File: src/rtl/mstr_pkg.sv
package mstr_pkg;

  // Register byte offsets on the AXI4-Lite bus.
  localparam logic [3:0] MSTR_ADDR_CTRL = 4'h0;
  localparam logic [3:0] MSTR_ADDR_POS = 4'h4;
  localparam logic [3:0] MSTR_ADDR_COIL = 4'h8;

  // Control register field positions and value after reset.
  localparam int MSTR_CTRL_W = 6;
  localparam int MSTR_CTRL_RES_LSB = 0;
  localparam int MSTR_CTRL_DIR_BIT = 3;
  localparam int MSTR_CTRL_POL_BIT = 4;
  localparam int MSTR_CTRL_MOTOR_OUTPUT_ENABLE_BIT = 5;
  localparam logic [5:0] MSTR_CTRL_RESET = 6'h00;

  // Position status register field positions.
  localparam int MSTR_POS_LSB = 0;
  localparam int MSTR_APPLIED_LSB = 8;

  // Coil register field positions.
  localparam int MSTR_COIL_X_LSB = 0;
  localparam int MSTR_COIL_Y_LSB = 16;

  // Position counter width and coil current width in tenths of a percent.
  localparam int MSTR_POS_W = 7;
  localparam int MSTR_CUR_W = 12;
  localparam logic [6:0] MSTR_POS_RESET = 7'h00;

  // Bus answers.
  localparam logic [1:0] MSTR_RESP_OKAY = 2'h0;
  localparam logic [1:0] MSTR_RESP_SLVERR = 2'h2;

  // Step resolution codes.
  typedef enum logic [2:0] {
    MSTR_RES_32 = 3'b000,
    MSTR_RES_16 = 3'b001,
    MSTR_RES_8 = 3'b010,
    MSTR_RES_4 = 3'b011,
    MSTR_RES_2 = 3'b100,
    MSTR_RES_HALF_SQ = 3'b101,
    MSTR_RES_FULL = 3'b110,
    MSTR_RES_SPARE = 3'b111
  } mstr_res_t;

endpackage

File: src/rtl/mstr_translator.sv
// Function
// - Resolution codes 000..100 select 1/32, 1/16, 1/8, 1/4, 1/2 circular stepping.
// - Each position maps to the tabulated signed coil x and coil y currents.
// - Each active step edge moves the position one step in the selected direction.
// - Stepping continues even while the motor output enable bit is zero.
// - A polarity bit chooses rising or falling step edge as the trigger.
// - Direction is the pin combined with the programmed direction bit.
// - The 7-bit position in 1/32 units is readable in the position status register.
// - The readable position changes right after each accepted step.
// - A new resolution leaves the position alone until the next step pulse.
// - On a finer resolution currents go to the nearest point of the finer grid.
// - Coarser resolution on a shared position continues along the table without offset.
// - Coarser resolution off the new grid steps coarsely, keeping a constant offset.
// - With unchanged resolution each step moves the index by exactly one.
// - Codes 101 and 110 use the square table at full magnitude.
//
// Local design decisions: the AXI4-Lite register port and the register offsets.
module mstr_translator
  import mstr_pkg::*;
(
  input wire logic aclk,
  input wire logic aresetn,
  input wire logic clken,
  input wire logic step_pulse,
  input wire logic direction_pin,
  input wire logic [3:0] s_axil_awaddr,
  input wire logic s_axil_awvalid,
  output logic s_axil_awready,
  input wire logic [31:0] s_axil_wdata,
  input wire logic [3:0] s_axil_wstrb,
  input wire logic s_axil_wvalid,
  output logic s_axil_wready,
  output logic [1:0] s_axil_bresp,
  output logic s_axil_bvalid,
  input wire logic s_axil_bready,
  input wire logic [3:0] s_axil_araddr,
  input wire logic s_axil_arvalid,
  output logic s_axil_arready,
  output logic [31:0] s_axil_rdata,
  output logic [1:0] s_axil_rresp,
  output logic s_axil_rvalid,
  input wire logic s_axil_rready,
  output logic [mstr_pkg::MSTR_POS_W-1:0] translator_position,
  output logic signed [mstr_pkg::MSTR_CUR_W-1:0] coil_x,
  output logic signed [mstr_pkg::MSTR_CUR_W-1:0] coil_y,
  output logic motor_output_enable
);

  import mstr_pkg::*;

  // Increment in 1/32 units for a resolution code; the spare code steps like 1/32.
  function automatic logic [MSTR_POS_W-1:0] step_size(input mstr_res_t res);
    case (res)
      MSTR_RES_32: step_size = 7'h01;
      MSTR_RES_16: step_size = 7'h02;
      MSTR_RES_8: step_size = 7'h04;
      MSTR_RES_4: step_size = 7'h08;
      MSTR_RES_2: step_size = 7'h10;
      MSTR_RES_HALF_SQ: step_size = 7'h10;
      MSTR_RES_FULL: step_size = 7'h20;
      default: step_size = 7'h01;
    endcase
  endfunction

  // Control register and its decoded fields.
  logic [MSTR_CTRL_W-1:0] ctrl_ff;
  logic [MSTR_CTRL_W-1:0] nxt_ctrl;
  mstr_res_t step_resolution;
  logic direction_control_bit;
  logic step_edge_polarity;

  // Stepping state.
  logic [MSTR_POS_W-1:0] pos_ff;
  logic [MSTR_POS_W-1:0] nxt_pos;
  mstr_res_t applied_ff;
  mstr_res_t nxt_applied;
  logic signed [MSTR_CUR_W-1:0] coil_x_ff;
  logic signed [MSTR_CUR_W-1:0] coil_y_ff;
  logic signed [MSTR_CUR_W-1:0] tab_x;
  logic signed [MSTR_CUR_W-1:0] tab_y;
  logic step_fire;
  logic reverse;
  logic [MSTR_POS_W-1:0] inc;
  logic [MSTR_POS_W-1:0] base;

  // Bus channel state.
  logic aw_full_ff;
  logic nxt_aw_full;
  logic w_full_ff;
  logic nxt_w_full;
  logic [3:0] awaddr_ff;
  logic [3:0] nxt_awaddr;
  logic [31:0] wdata_ff;
  logic [31:0] nxt_wdata;
  logic [3:0] wstrb_ff;
  logic [3:0] nxt_wstrb;
  logic awready_ff;
  logic nxt_awready;
  logic wready_ff;
  logic nxt_wready;
  logic bvalid_ff;
  logic nxt_bvalid;
  logic [1:0] bresp_ff;
  logic [1:0] nxt_bresp;
  logic arready_ff;
  logic nxt_arready;
  logic rvalid_ff;
  logic nxt_rvalid;
  logic [31:0] rdata_ff;
  logic [31:0] nxt_rdata;
  logic [1:0] rresp_ff;
  logic [1:0] nxt_rresp;

  assign step_resolution = mstr_res_t'(ctrl_ff[MSTR_CTRL_RES_LSB +: 3]);
  assign direction_control_bit = ctrl_ff[MSTR_CTRL_DIR_BIT];
  assign step_edge_polarity = ctrl_ff[MSTR_CTRL_POL_BIT];

  // The step input is taken as synchronous; the detector only reports the chosen edge.
  mstr_step_edge u_edge (
    .aclk(aclk),
    .aresetn(aresetn),
    .clken(clken),
    .step_pulse(step_pulse),
    .step_edge_polarity(step_edge_polarity),
    .step_fire(step_fire)
  );

  // Current lookup follows the resolution that was last applied by a step, not the one just written.
  mstr_coil_table u_table (
    .position(pos_ff),
    .square((applied_ff == MSTR_RES_HALF_SQ) || (applied_ff == MSTR_RES_FULL)),
    .coil_x(tab_x),
    .coil_y(tab_y)
  );

  // Position update; the enable bit is deliberately not looked at, so the counter runs with bridges off.
  always_comb begin
    reverse = direction_pin ^ direction_control_bit;
    inc = step_size(step_resolution);
    base = pos_ff;
    nxt_pos = pos_ff;
    nxt_applied = applied_ff;
    if (step_fire) begin
      if (inc < step_size(applied_ff)) begin
        // Finer grid: round to its nearest point before moving on it.
        base = (pos_ff + (inc >> 1)) & ~(inc - 7'h01);
      end
      // A coarser or equal grid moves from where it stands; an off-grid spot keeps its offset.
      if (reverse) begin
        nxt_pos = base - inc;
      end else begin
        nxt_pos = base + inc;
      end
      nxt_applied = step_resolution;
    end
  end

  // Stepping registers; coil outputs follow the position one cycle later.
  always_ff @(posedge aclk) begin
    if (!aresetn) begin
      pos_ff <= MSTR_POS_RESET;
      applied_ff <= MSTR_RES_32;
      coil_x_ff <= '0;
      coil_y_ff <= '0;
    end else if (clken) begin
      pos_ff <= nxt_pos;
      applied_ff <= nxt_applied;
      coil_x_ff <= tab_x;
      coil_y_ff <= tab_y;
    end
  end

  // Write channel: address and data are caught independently, committed together, then answered.
  always_comb begin
    nxt_aw_full = aw_full_ff;
    nxt_w_full = w_full_ff;
    nxt_awaddr = awaddr_ff;
    nxt_wdata = wdata_ff;
    nxt_wstrb = wstrb_ff;
    nxt_bvalid = bvalid_ff;
    nxt_bresp = bresp_ff;
    nxt_ctrl = ctrl_ff;
    if (bvalid_ff && s_axil_bready) begin
      nxt_bvalid = 1'b0;
    end
    if (s_axil_awvalid && awready_ff) begin
      nxt_aw_full = 1'b1;
      nxt_awaddr = s_axil_awaddr;
    end
    if (s_axil_wvalid && wready_ff) begin
      nxt_w_full = 1'b1;
      nxt_wdata = s_axil_wdata;
      nxt_wstrb = s_axil_wstrb;
    end
    if (aw_full_ff && w_full_ff && !bvalid_ff) begin
      nxt_aw_full = 1'b0;
      nxt_w_full = 1'b0;
      nxt_bvalid = 1'b1;
      nxt_bresp = MSTR_RESP_OKAY;
      case (awaddr_ff[3:2])
        MSTR_ADDR_CTRL[3:2]: begin
          if (wstrb_ff[0]) begin
            nxt_ctrl = wdata_ff[MSTR_CTRL_W-1:0];
          end
        end
        MSTR_ADDR_POS[3:2], MSTR_ADDR_COIL[3:2]: begin
          nxt_bresp = MSTR_RESP_OKAY;
        end
        default: begin
          nxt_bresp = MSTR_RESP_SLVERR;
        end
      endcase
    end
    nxt_awready = ~nxt_aw_full;
    nxt_wready = ~nxt_w_full;
  end

  // Write channel registers.
  always_ff @(posedge aclk) begin
    if (!aresetn) begin
      aw_full_ff <= 1'b0;
      w_full_ff <= 1'b0;
      awaddr_ff <= 4'h0;
      wdata_ff <= 32'h0000_0000;
      wstrb_ff <= 4'h0;
      awready_ff <= 1'b1;
      wready_ff <= 1'b1;
      bvalid_ff <= 1'b0;
      bresp_ff <= MSTR_RESP_OKAY;
      ctrl_ff <= MSTR_CTRL_RESET;
    end else if (clken) begin
      aw_full_ff <= nxt_aw_full;
      w_full_ff <= nxt_w_full;
      awaddr_ff <= nxt_awaddr;
      wdata_ff <= nxt_wdata;
      wstrb_ff <= nxt_wstrb;
      awready_ff <= nxt_awready;
      wready_ff <= nxt_wready;
      bvalid_ff <= nxt_bvalid;
      bresp_ff <= nxt_bresp;
      ctrl_ff <= nxt_ctrl;
    end
  end

  // Read channel: one read at a time, data sampled when the address is taken.
  always_comb begin
    nxt_rvalid = rvalid_ff;
    nxt_rdata = rdata_ff;
    nxt_rresp = rresp_ff;
    if (rvalid_ff && s_axil_rready) begin
      nxt_rvalid = 1'b0;
    end
    if (s_axil_arvalid && arready_ff) begin
      nxt_rvalid = 1'b1;
      nxt_rdata = 32'h0000_0000;
      nxt_rresp = MSTR_RESP_OKAY;
      case (s_axil_araddr[3:2])
        MSTR_ADDR_CTRL[3:2]: begin
          nxt_rdata[MSTR_CTRL_W-1:0] = ctrl_ff;
        end
        MSTR_ADDR_POS[3:2]: begin
          nxt_rdata[MSTR_POS_LSB +: MSTR_POS_W] = pos_ff;
          nxt_rdata[MSTR_APPLIED_LSB +: 3] = applied_ff;
        end
        MSTR_ADDR_COIL[3:2]: begin
          nxt_rdata[MSTR_COIL_X_LSB +: MSTR_CUR_W] = coil_x_ff;
          nxt_rdata[MSTR_COIL_Y_LSB +: MSTR_CUR_W] = coil_y_ff;
        end
        default: begin
          nxt_rresp = MSTR_RESP_SLVERR;
        end
      endcase
    end
    nxt_arready = ~nxt_rvalid;
  end

  // Read channel registers.
  always_ff @(posedge aclk) begin
    if (!aresetn) begin
      arready_ff <= 1'b1;
      rvalid_ff <= 1'b0;
      rdata_ff <= 32'h0000_0000;
      rresp_ff <= MSTR_RESP_OKAY;
    end else if (clken) begin
      arready_ff <= nxt_arready;
      rvalid_ff <= nxt_rvalid;
      rdata_ff <= nxt_rdata;
      rresp_ff <= nxt_rresp;
    end
  end

  // Outputs come straight from registers.
  assign s_axil_awready = awready_ff;
  assign s_axil_wready = wready_ff;
  assign s_axil_bvalid = bvalid_ff;
  assign s_axil_bresp = bresp_ff;
  assign s_axil_arready = arready_ff;
  assign s_axil_rvalid = rvalid_ff;
  assign s_axil_rdata = rdata_ff;
  assign s_axil_rresp = rresp_ff;
  assign translator_position = pos_ff;
  assign coil_x = coil_x_ff;
  assign coil_y = coil_y_ff;
  assign motor_output_enable = ctrl_ff[MSTR_CTRL_MOTOR_OUTPUT_ENABLE_BIT];

endmodule

File: src/rtl/mstr_step_edge.sv
module mstr_step_edge
  import mstr_pkg::*;
(
  input wire logic aclk,
  input wire logic aresetn,
  input wire logic clken,
  input wire logic step_pulse,
  input wire logic step_edge_polarity,
  output logic step_fire
);

  logic prev_ff;
  logic primed_ff;
  logic nxt_prev;
  logic nxt_primed;

  // The first enabled cycle after reset only samples the pin, so a pin that is already high gives no step.
  always_comb begin
    nxt_prev = step_pulse;
    nxt_primed = 1'b1;
    if (step_edge_polarity) begin
      step_fire = primed_ff & prev_ff & ~step_pulse;
    end else begin
      step_fire = primed_ff & ~prev_ff & step_pulse;
    end
    if (!clken) begin
      step_fire = 1'b0;
    end
  end

  // Edge history registers.
  always_ff @(posedge aclk) begin
    if (!aresetn) begin
      prev_ff <= 1'b0;
      primed_ff <= 1'b0;
    end else if (clken) begin
      prev_ff <= nxt_prev;
      primed_ff <= nxt_primed;
    end
  end

endmodule

File: src/rtl/mstr_coil_table.sv
module mstr_coil_table
  import mstr_pkg::*;
(
  input wire logic [MSTR_POS_W-1:0] position,
  input wire logic square,
  output logic signed [MSTR_CUR_W-1:0] coil_x,
  output logic signed [MSTR_CUR_W-1:0] coil_y
);

  // Quarter wave of the circle in tenths of a percent; the other quadrants are mirrored from it.
  localparam logic [MSTR_CUR_W-1:0] SINE [0:32] = '{
    12'h000, 12'h023, 12'h051, 12'h07F, 12'h0AE, 12'h0DD, 12'h10B, 12'h13A,
    12'h15D, 12'h17F, 12'h1AE, 12'h1D1, 12'h1F4, 12'h222, 12'h245, 12'h268,
    12'h28B, 12'h2AE, 12'h2D1, 12'h2F3, 12'h316, 12'h33A, 12'h351, 12'h368,
    12'h37F, 12'h396, 12'h3A2, 12'h3AD, 12'h3B9, 12'h3C5, 12'h3D1, 12'h3DC,
    12'h3E8
  };
  localparam logic [MSTR_CUR_W-1:0] FULL_SCALE = 12'h3E8;

  logic [5:0] rise;
  logic [5:0] fall;
  logic [MSTR_CUR_W-1:0] a;
  logic [MSTR_CUR_W-1:0] b;

  // Quadrant folding for the circle, octant lookup for the square.
  always_comb begin
    rise = {1'b0, position[4:0]};
    fall = 6'h20 - rise;
    a = SINE[rise];
    b = SINE[fall];
    coil_x = '0;
    coil_y = '0;
    if (square) begin
      case (position[6:4])
        3'h0: begin coil_x = '0; coil_y = FULL_SCALE; end
        3'h1: begin coil_x = FULL_SCALE; coil_y = FULL_SCALE; end
        3'h2: begin coil_x = FULL_SCALE; coil_y = '0; end
        3'h3: begin coil_x = FULL_SCALE; coil_y = -FULL_SCALE; end
        3'h4: begin coil_x = '0; coil_y = -FULL_SCALE; end
        3'h5: begin coil_x = -FULL_SCALE; coil_y = -FULL_SCALE; end
        3'h6: begin coil_x = -FULL_SCALE; coil_y = '0; end
        default: begin coil_x = -FULL_SCALE; coil_y = FULL_SCALE; end
      endcase
    end else begin
      case (position[6:5])
        2'h0: begin coil_x = a; coil_y = b; end
        2'h1: begin coil_x = b; coil_y = -a; end
        2'h2: begin coil_x = -a; coil_y = -b; end
        default: begin coil_x = -b; coil_y = a; end
      endcase
    end
  end

endmodule

File: config.mk
export PLATFORM = sky130hd
export DESIGN_NAME = mstr_translator
export DESIGN_NICKNAME = d
export VERILOG_FILES = /design/src/rtl/mstr_pkg.sv /design/src/rtl/mstr_translator.sv /design/src/rtl/mstr_step_edge.sv /design/src/rtl/mstr_coil_table.sv
export SDC_FILE = /design/constraint.sdc
export NUM_CORES = 1
export LEC_CHECK = 0
export BUFFER_PORTS_ARGS = -buffer_cell sky130_fd_sc_hd__buf_2
export CAP_MARGIN = 20
export CORE_MARGIN = 4
export CORE_UTILIZATION = 50
export DETAILED_ROUTE_END_ITERATION = 10
export HOLD_SLACK_MARGIN = 0.1
export PLACE_DENSITY = 0.78
export SYNTH_ARGS = -nofsm -noshare
export SYNTH_HDL_FRONTEND = slang
export SYNTH_SLANG_ARGS = --single-unit
File: constraint.sdc
create_clock -name aclk -period 10.5 [get_ports aclk]
set_clock_uncertainty 0.15 [all_clocks]
set_input_delay 2.1 -clock aclk [delete_from_list [all_inputs] [get_ports aclk]]
set_output_delay 2.1 -clock aclk [all_outputs]
set_load 0.05 [all_outputs]
# Yosys cells after proc, flatten, opt, wreduce, memory -nomap -nowiden
# Memories as Yosys holds them, arrays and structs flattened.
# Index checks and enable logic that the tools add are counted.
# word_totals
reg_bits,88
rom_bits,1536
inputBits,54
word_cells,133
memories,2
# memory_table
memory,words,width,read_ports,rd_ports_with_merged_regs,wr,line_no,source
(name not given),64,12,1,0,0,mstr_coil_table.sv:30,b = SINE[fall];
(name not given),64,12,1,0,0,mstr_coil_table.sv:29,a = SINE[rise];
# classes
add_sub_neg,7
magnitude_cmp,3
eq_ne,24
muxes,34
n_bitwise,14
n_reduce_logical,29
# ops
cell,count
$mux W12,7
$pmux W12 S3,2
$pmux W6 S5,2
$pmux W12 S2,2
$mux W7,4
$eq A3 B3 Y1 const B,9
$neg A12 Y12,2
$eq A3 B2 Y1 const B,6
$pmux W6 S3,1
$ge A7 B7 Y1 const B,2
$mux W1,12
$reduce_and A2 Y1,6
$reduce_or A3 Y1,4
$eq A3 B1 Y1 const B,3
$reduce_or A2 Y1,4
$add A7 B6 Y7,1
$add A7 B7 Y7,1
$and A7 B7 Y7,1
$logic_and A1 B1 Y1,7
$lt A7 B7 Y1,1
$not A5 Y7,1
$not A6 Y7,1
$not A7 Y7,1
$sub A7 B1 Y7 const B,1
other kinds (16),30

# Depth between registers and ports, before layout
# depth
word_depth,11
mapped_depth,21
ltp_nobuf,19

# Cells and area by module
# Synthesis repeated with hierarchy kept, for this count alone.
# hier_totals
cells_unflattened,888
area_unflattened_um2,7068.0
# modules_own_cells
mod,instances,cells_each,area_each_um2
mstr_translator,1,476,4256.6
mstr_coil_table,1,403,2718.9
mstr_step_edge,1,9,92.6

# Worst setup path after synthesis
# OpenSTA, ideal clock, no wires.
# synth_timing
kind,in2reg
startpoint,input port direction_pin
endpoint,"register pos_ff[6], in the netlist translator_position[6]"
arrival_ps,4266
path_slack_ps,6001
cell_stages,12
path_buffers,0
cell_sequence,xnor2_1 -> nand3_1 -> o21ai_0 -> a21oi_1 -> ha_1 -> a21o_1 -> a21oi_1 -> o21bai_1 -> a21oi_1 -> xnor2_1 -> or3b_2 -> o2111ai_1
# synth_via
elab_chain_cells,2
# synth_rtl
element,line_no,source
from (decl),mstr_translator.sv:25,"input wire logic direction_pin,"
$xor A1 B1 Y1,mstr_translator.sv:138,reverse = direction_pin ^ direction_control_bit;
$mux W7,mstr_translator.sv:149,if (reverse) begin
to (signal assigned),mstr_translator.sv:166,pos_ff <= nxt_pos;
to (decl),mstr_translator.sv:73,logic [MSTR_POS_W-1:0] pos_ff;
# No other way between the ends.
# A chain may end at the register's enable or synchronous reset.

# Worst setup path after layout
# layout_timing
startpoint,"register pos_ff[0], in the netlist translator_position[0]"
endpoint,"register coil_y_ff[4], in the netlist coil_y[4]"
# layout_via
elab_chain_cells,8
word_cells_on_any_way,13
classes_between,add/sub (3); mux (6); bitwise (2); memory (2)
# layout_rtl
element,line_no,source
$sub A6 B5 Y6,mstr_coil_table.sv:28,fall = 6'h20 - rise;
$not A6 Y7 (implied by the code),mstr_coil_table.sv:30,
$mem_v2 Z64 W12,-,
$mux W12 (implied by the code) (2 in a row),mstr_coil_table.sv:30,
$neg A12 Y12,mstr_coil_table.sv:48,2'h2: begin coil_x = -a; coil_y = -b; end
$pmux W12 S3 (*),mstr_coil_table.sv:45,case (position[6:5])
$mux W12 (*),mstr_coil_table.sv:33,if (square) begin
to (signal assigned),mstr_translator.sv:169,coil_y_ff <= tab_y;
to (decl),mstr_translator.sv:78,logic signed [MSTR_CUR_W-1:0] coil_y_ff;
# Mark *: on every way between the ends. The rest lies on a longest branch, timed or not. The select of a mux whose other input is x is not followed.

==> summary.md <==
| Metric | Value |
|---|---|
| Core area | `13,500 µm²` |
| Critical Path End Type | `flop` |
| Seq. cell area | `1680 µm²` |
| Initial Utilization | `51.9%` |
| Critical path type | `reg -> reg` |
| Clock sink count | `84` |
| Crit share post-route | `46.7%` |
| Commonest non-fill, non-tap cells in the layout | `85 x nand2_1, 83 x dfxtp_1, 83 x buf_2` |
| Syn Area/Cell | `8.00 µm²` |
| Status | `completed` |
| Crit path from | `translator_position[0]` |
| Placer Congestion | `0.939` |
| Post-CTS sizing | `0` |
| Vias | `6,795` |
| Initial antenna violation count | `0` |
| Slew Limit Fails | `0` |
| Buffers on Ports | `83` |
| CP Cell Sequence | `buf_4 -> clkinv_1 -> ha_1 -> inv_1 -> ha_1 -> nor2b_1 -> nand4_1 -> o21ai_1 -> o31ai_2 -> nor2_1 -> inv_1 -> ha_1 -> o211ai_4 -> and3_1 -> or3_1 -> a32oi_1` |
| Htree depth | `3` |
| Final setup fails | `0` |
| DIE AREA | `15,900 µm²` |
| Antenna-violating nets left | `0` |
| Drt total wl | `19,100 µm` |
| Largest net degree at the start of global routing | `87` |
| Final non-filler cell total | `1,091` |
| First-pass GRT wire length | `31,200 µm` |
| Hpwl dp | `13,400 µm` |
| Setup TNS | `0 ns` |
| GRT overflow | `0` |
| Clk_lat worst skew | `0.35 ns` |
| Top-Level Pins | `127` |
| Slowest cell on crit path | `ha_1` |
| Crit-path max FO | `25` |
| Layout net count | `999` |
| Number of CTS-inserted buffers | `9` |
| Post-Place Cells | `1,074` |
| Vias per inst | `6.23` |
| Iter 0 DRT Violations | `686` |
| Arrival @ worst endpoint | `4.99 ns` |
| Worst-Margin Slew | `0.904 ns` |
| Hold-fix buffers, CTS | `0` |
| Worst path max stage delay | `0.50 ns` |
| Primary FF master, synth | `dfxtp_1` |
| Yosys warnings | `0` |
| Pre-CTS setup slack | `5.61 ns` |
| GRT Overall Usage | `23.2%` |
| Hold slack | `0.300 ns` |
| Synth unique cells | `104` |
| Worst setup margin | `5.60 ns` |
| Diodes inserted | `0` |
| Die Ht | `126 µm` |
| Clk slew on worst S/H paths | `0.07 ns` |
| Drt wl/cell | `17.5 µm` |
| Delay-heaviest family, CP | `adder cells` |
| CTS root buf | `clkbuf_16` |
| Hold_sp | `u_edge.primed_ff` |
| Ys async rst share | `0%` |
| Worst Path Buf+Inv | `4` |
| Post-synth EDFFs | `0` |
| Fin util | `56.8%` |
| Startpoint types | `flop` |
| FILL cells | `1,238` |
| Post-CTS setup buffers | `0` |
| Max transition margin | `39.8%` |
| Clock Path Buffers | `2` |
| Maximum clock rate | `204 MHz` |
| Initial DRT Pass Iterations | `6` |
| Most common cell after layout, fill and taps aside | `nand2_1` |
| Placed inst area | `7340 µm²` |
| Post-synthesis sequential area ratio | `24.1%` |
| Row count | `42` |
| Area taken by multi-input logic gates | `4840 µm²` |
| Synth Instances | `873` |
| MaxCap Viol Count | `0` |
| Post-route cell area | `7640 µm²` |
| Layout cell share with drive strength beyond 1 | `17.7%` |
| PwrDens | `125 nW/µm²` |
| Die width | `126 µm` |
| RSZ-0062 raised after global routing | `false` |
| Drt drc | `0` |
| HP Class | `reg -> reg` |
| Critical Path RT | `10.59 ns` |
| Tmin final | `4.90 ns` |
| TritonCTS clock tree | `yes` |
| Reg2Reg Launch Point | `translator_position[0]` |
| Area Growth Syn to Fin | `9.36%` |
| Leakage | `3.13 nW` |
| #FFs+latches synth | `84` |
| Total power | `0.956 mW` |
| Hold Fails Final Rpt | `0` |
| Most used cell, CP | `ha_1` |
| Post-Syn Area | `6990 µm²` |
| Maximum vdd drop | `0.0000734 V` |
| Vias in the first global route | `6,181` |
flip-flops by register name, summed over array words and instances, names as in the netlist, 2 cells and up:
register	cells
s_axil_rdata	24
coil_x	12
coil_y	12
translator_position	7
ctrl_ff	6
wdata_ff	6
applied_ff	3
awaddr_ff	2
layer usage:
layer  vias to the layer above  share of wire, %  global-route usage [%]
li1                       3261                 -                       -
met1                      3149                45                    33.7
met2                       338                43                    34.5
met3                        47               8.8                    3.90
met4                         0               2.7                    8.83
met5                         -                 0                       0
where the power goes:
group | leakage [nW] | internal (mW) | switching [mW] | total (mW)
combinational | 2.31 | 0.103 | 0.206 | 0.308
sequential | 0.684 | 0.332 | 0.0116 | 0.344
clock | 0.134 | 0.164 | 0.140 | 0.304
cell usage after synthesis (4+ instances only):
master / instances / area share [%]
o21a_1: 6 / 0.64
nand3b_1: 6 / 0.64
o211ai_1: 12 / 1.3
a21oi_1: 51 / 3.7
a32o_1: 4 / 0.57
nand2b_1: 16 / 1.4
ha_1: 33 / 5.9
clkbuf_1: 48 / 2.6
inv_1: 23 / 1.2
and3_1: 6 / 0.54
or3_1: 7 / 0.63
buf_2: 7 / 0.50
o221ai_1: 5 / 0.63
a22oi_1: 5 / 0.54
nor2b_1: 46 / 4.1
mux2i_1: 34 / 4.9
dfxtp_1: 84 / 24
nor2_1: 45 / 2.4
o22ai_1: 8 / 0.72
xnor2_1: 15 / 1.9
nor4_1: 5 / 0.45
a21o_1: 9 / 0.97
and2_1: 9 / 0.81
o21ai_1: 4 / 0.29
xor2_1: 6 / 0.75
nand3_1: 33 / 2.4
nor3_1: 22 / 1.6
a211oi_1: 9 / 0.97
a31oi_1: 14 / 1.3
nand4_1: 4 / 0.36
o21ai_0: 47 / 3.4
buf_4: 14 / 1.5
a222oi_1: 6 / 0.86
buf_6: 4 / 0.64
nand2_1: 85 / 4.6
mux2_2: 6 / 0.97
o31a_1: 4 / 0.50
a221oi_1: 4 / 0.50
a22o_1: 4 / 0.50
or2_2: 5 / 0.45
a21boi_0: 22 / 2.4
final cells by class:
type                       count  share of cell area [%]
multi-input combinational    693                    63.4
sequential                    84                    22.0
clock inverter                 7                   0.753
timing repair buffer          94                    6.66
clock buffer                   9                    2.95
inverter                      28                    1.38
tap                          176                    2.88
path summary, 6_finish.rpt:
kind                                          to  slack, ns  depth (start not counted)
worst max-delay path                   coil_y[4]       5.60                         16
worst min-delay path            u_edge.primed_ff       0.30                          1
worst max register to register         coil_y[4]       5.60                         16
worst min register to register  u_edge.primed_ff       0.30                          1
kinds of logic after synthesis:
| logic type | Yosys count | synth area share, % |
|---|---|---|
| XOR/XNOR | 23 | 3.10 |
| AND/OR/NAND/NOR | 315 | 24.4 |
| multiplexers | 43 | 6.70 |
| AO/OA/AOI/OAI | 266 | 28.0 |
| other | 1 | 0.0537 |
| adder cells (fa/ha/maj) | 36 | 6.62 |
| flip-flops | 84 | 24.1 |
| buffers and inverters | 105 | 7.13 |
Power figures use the tool's default switching activity.
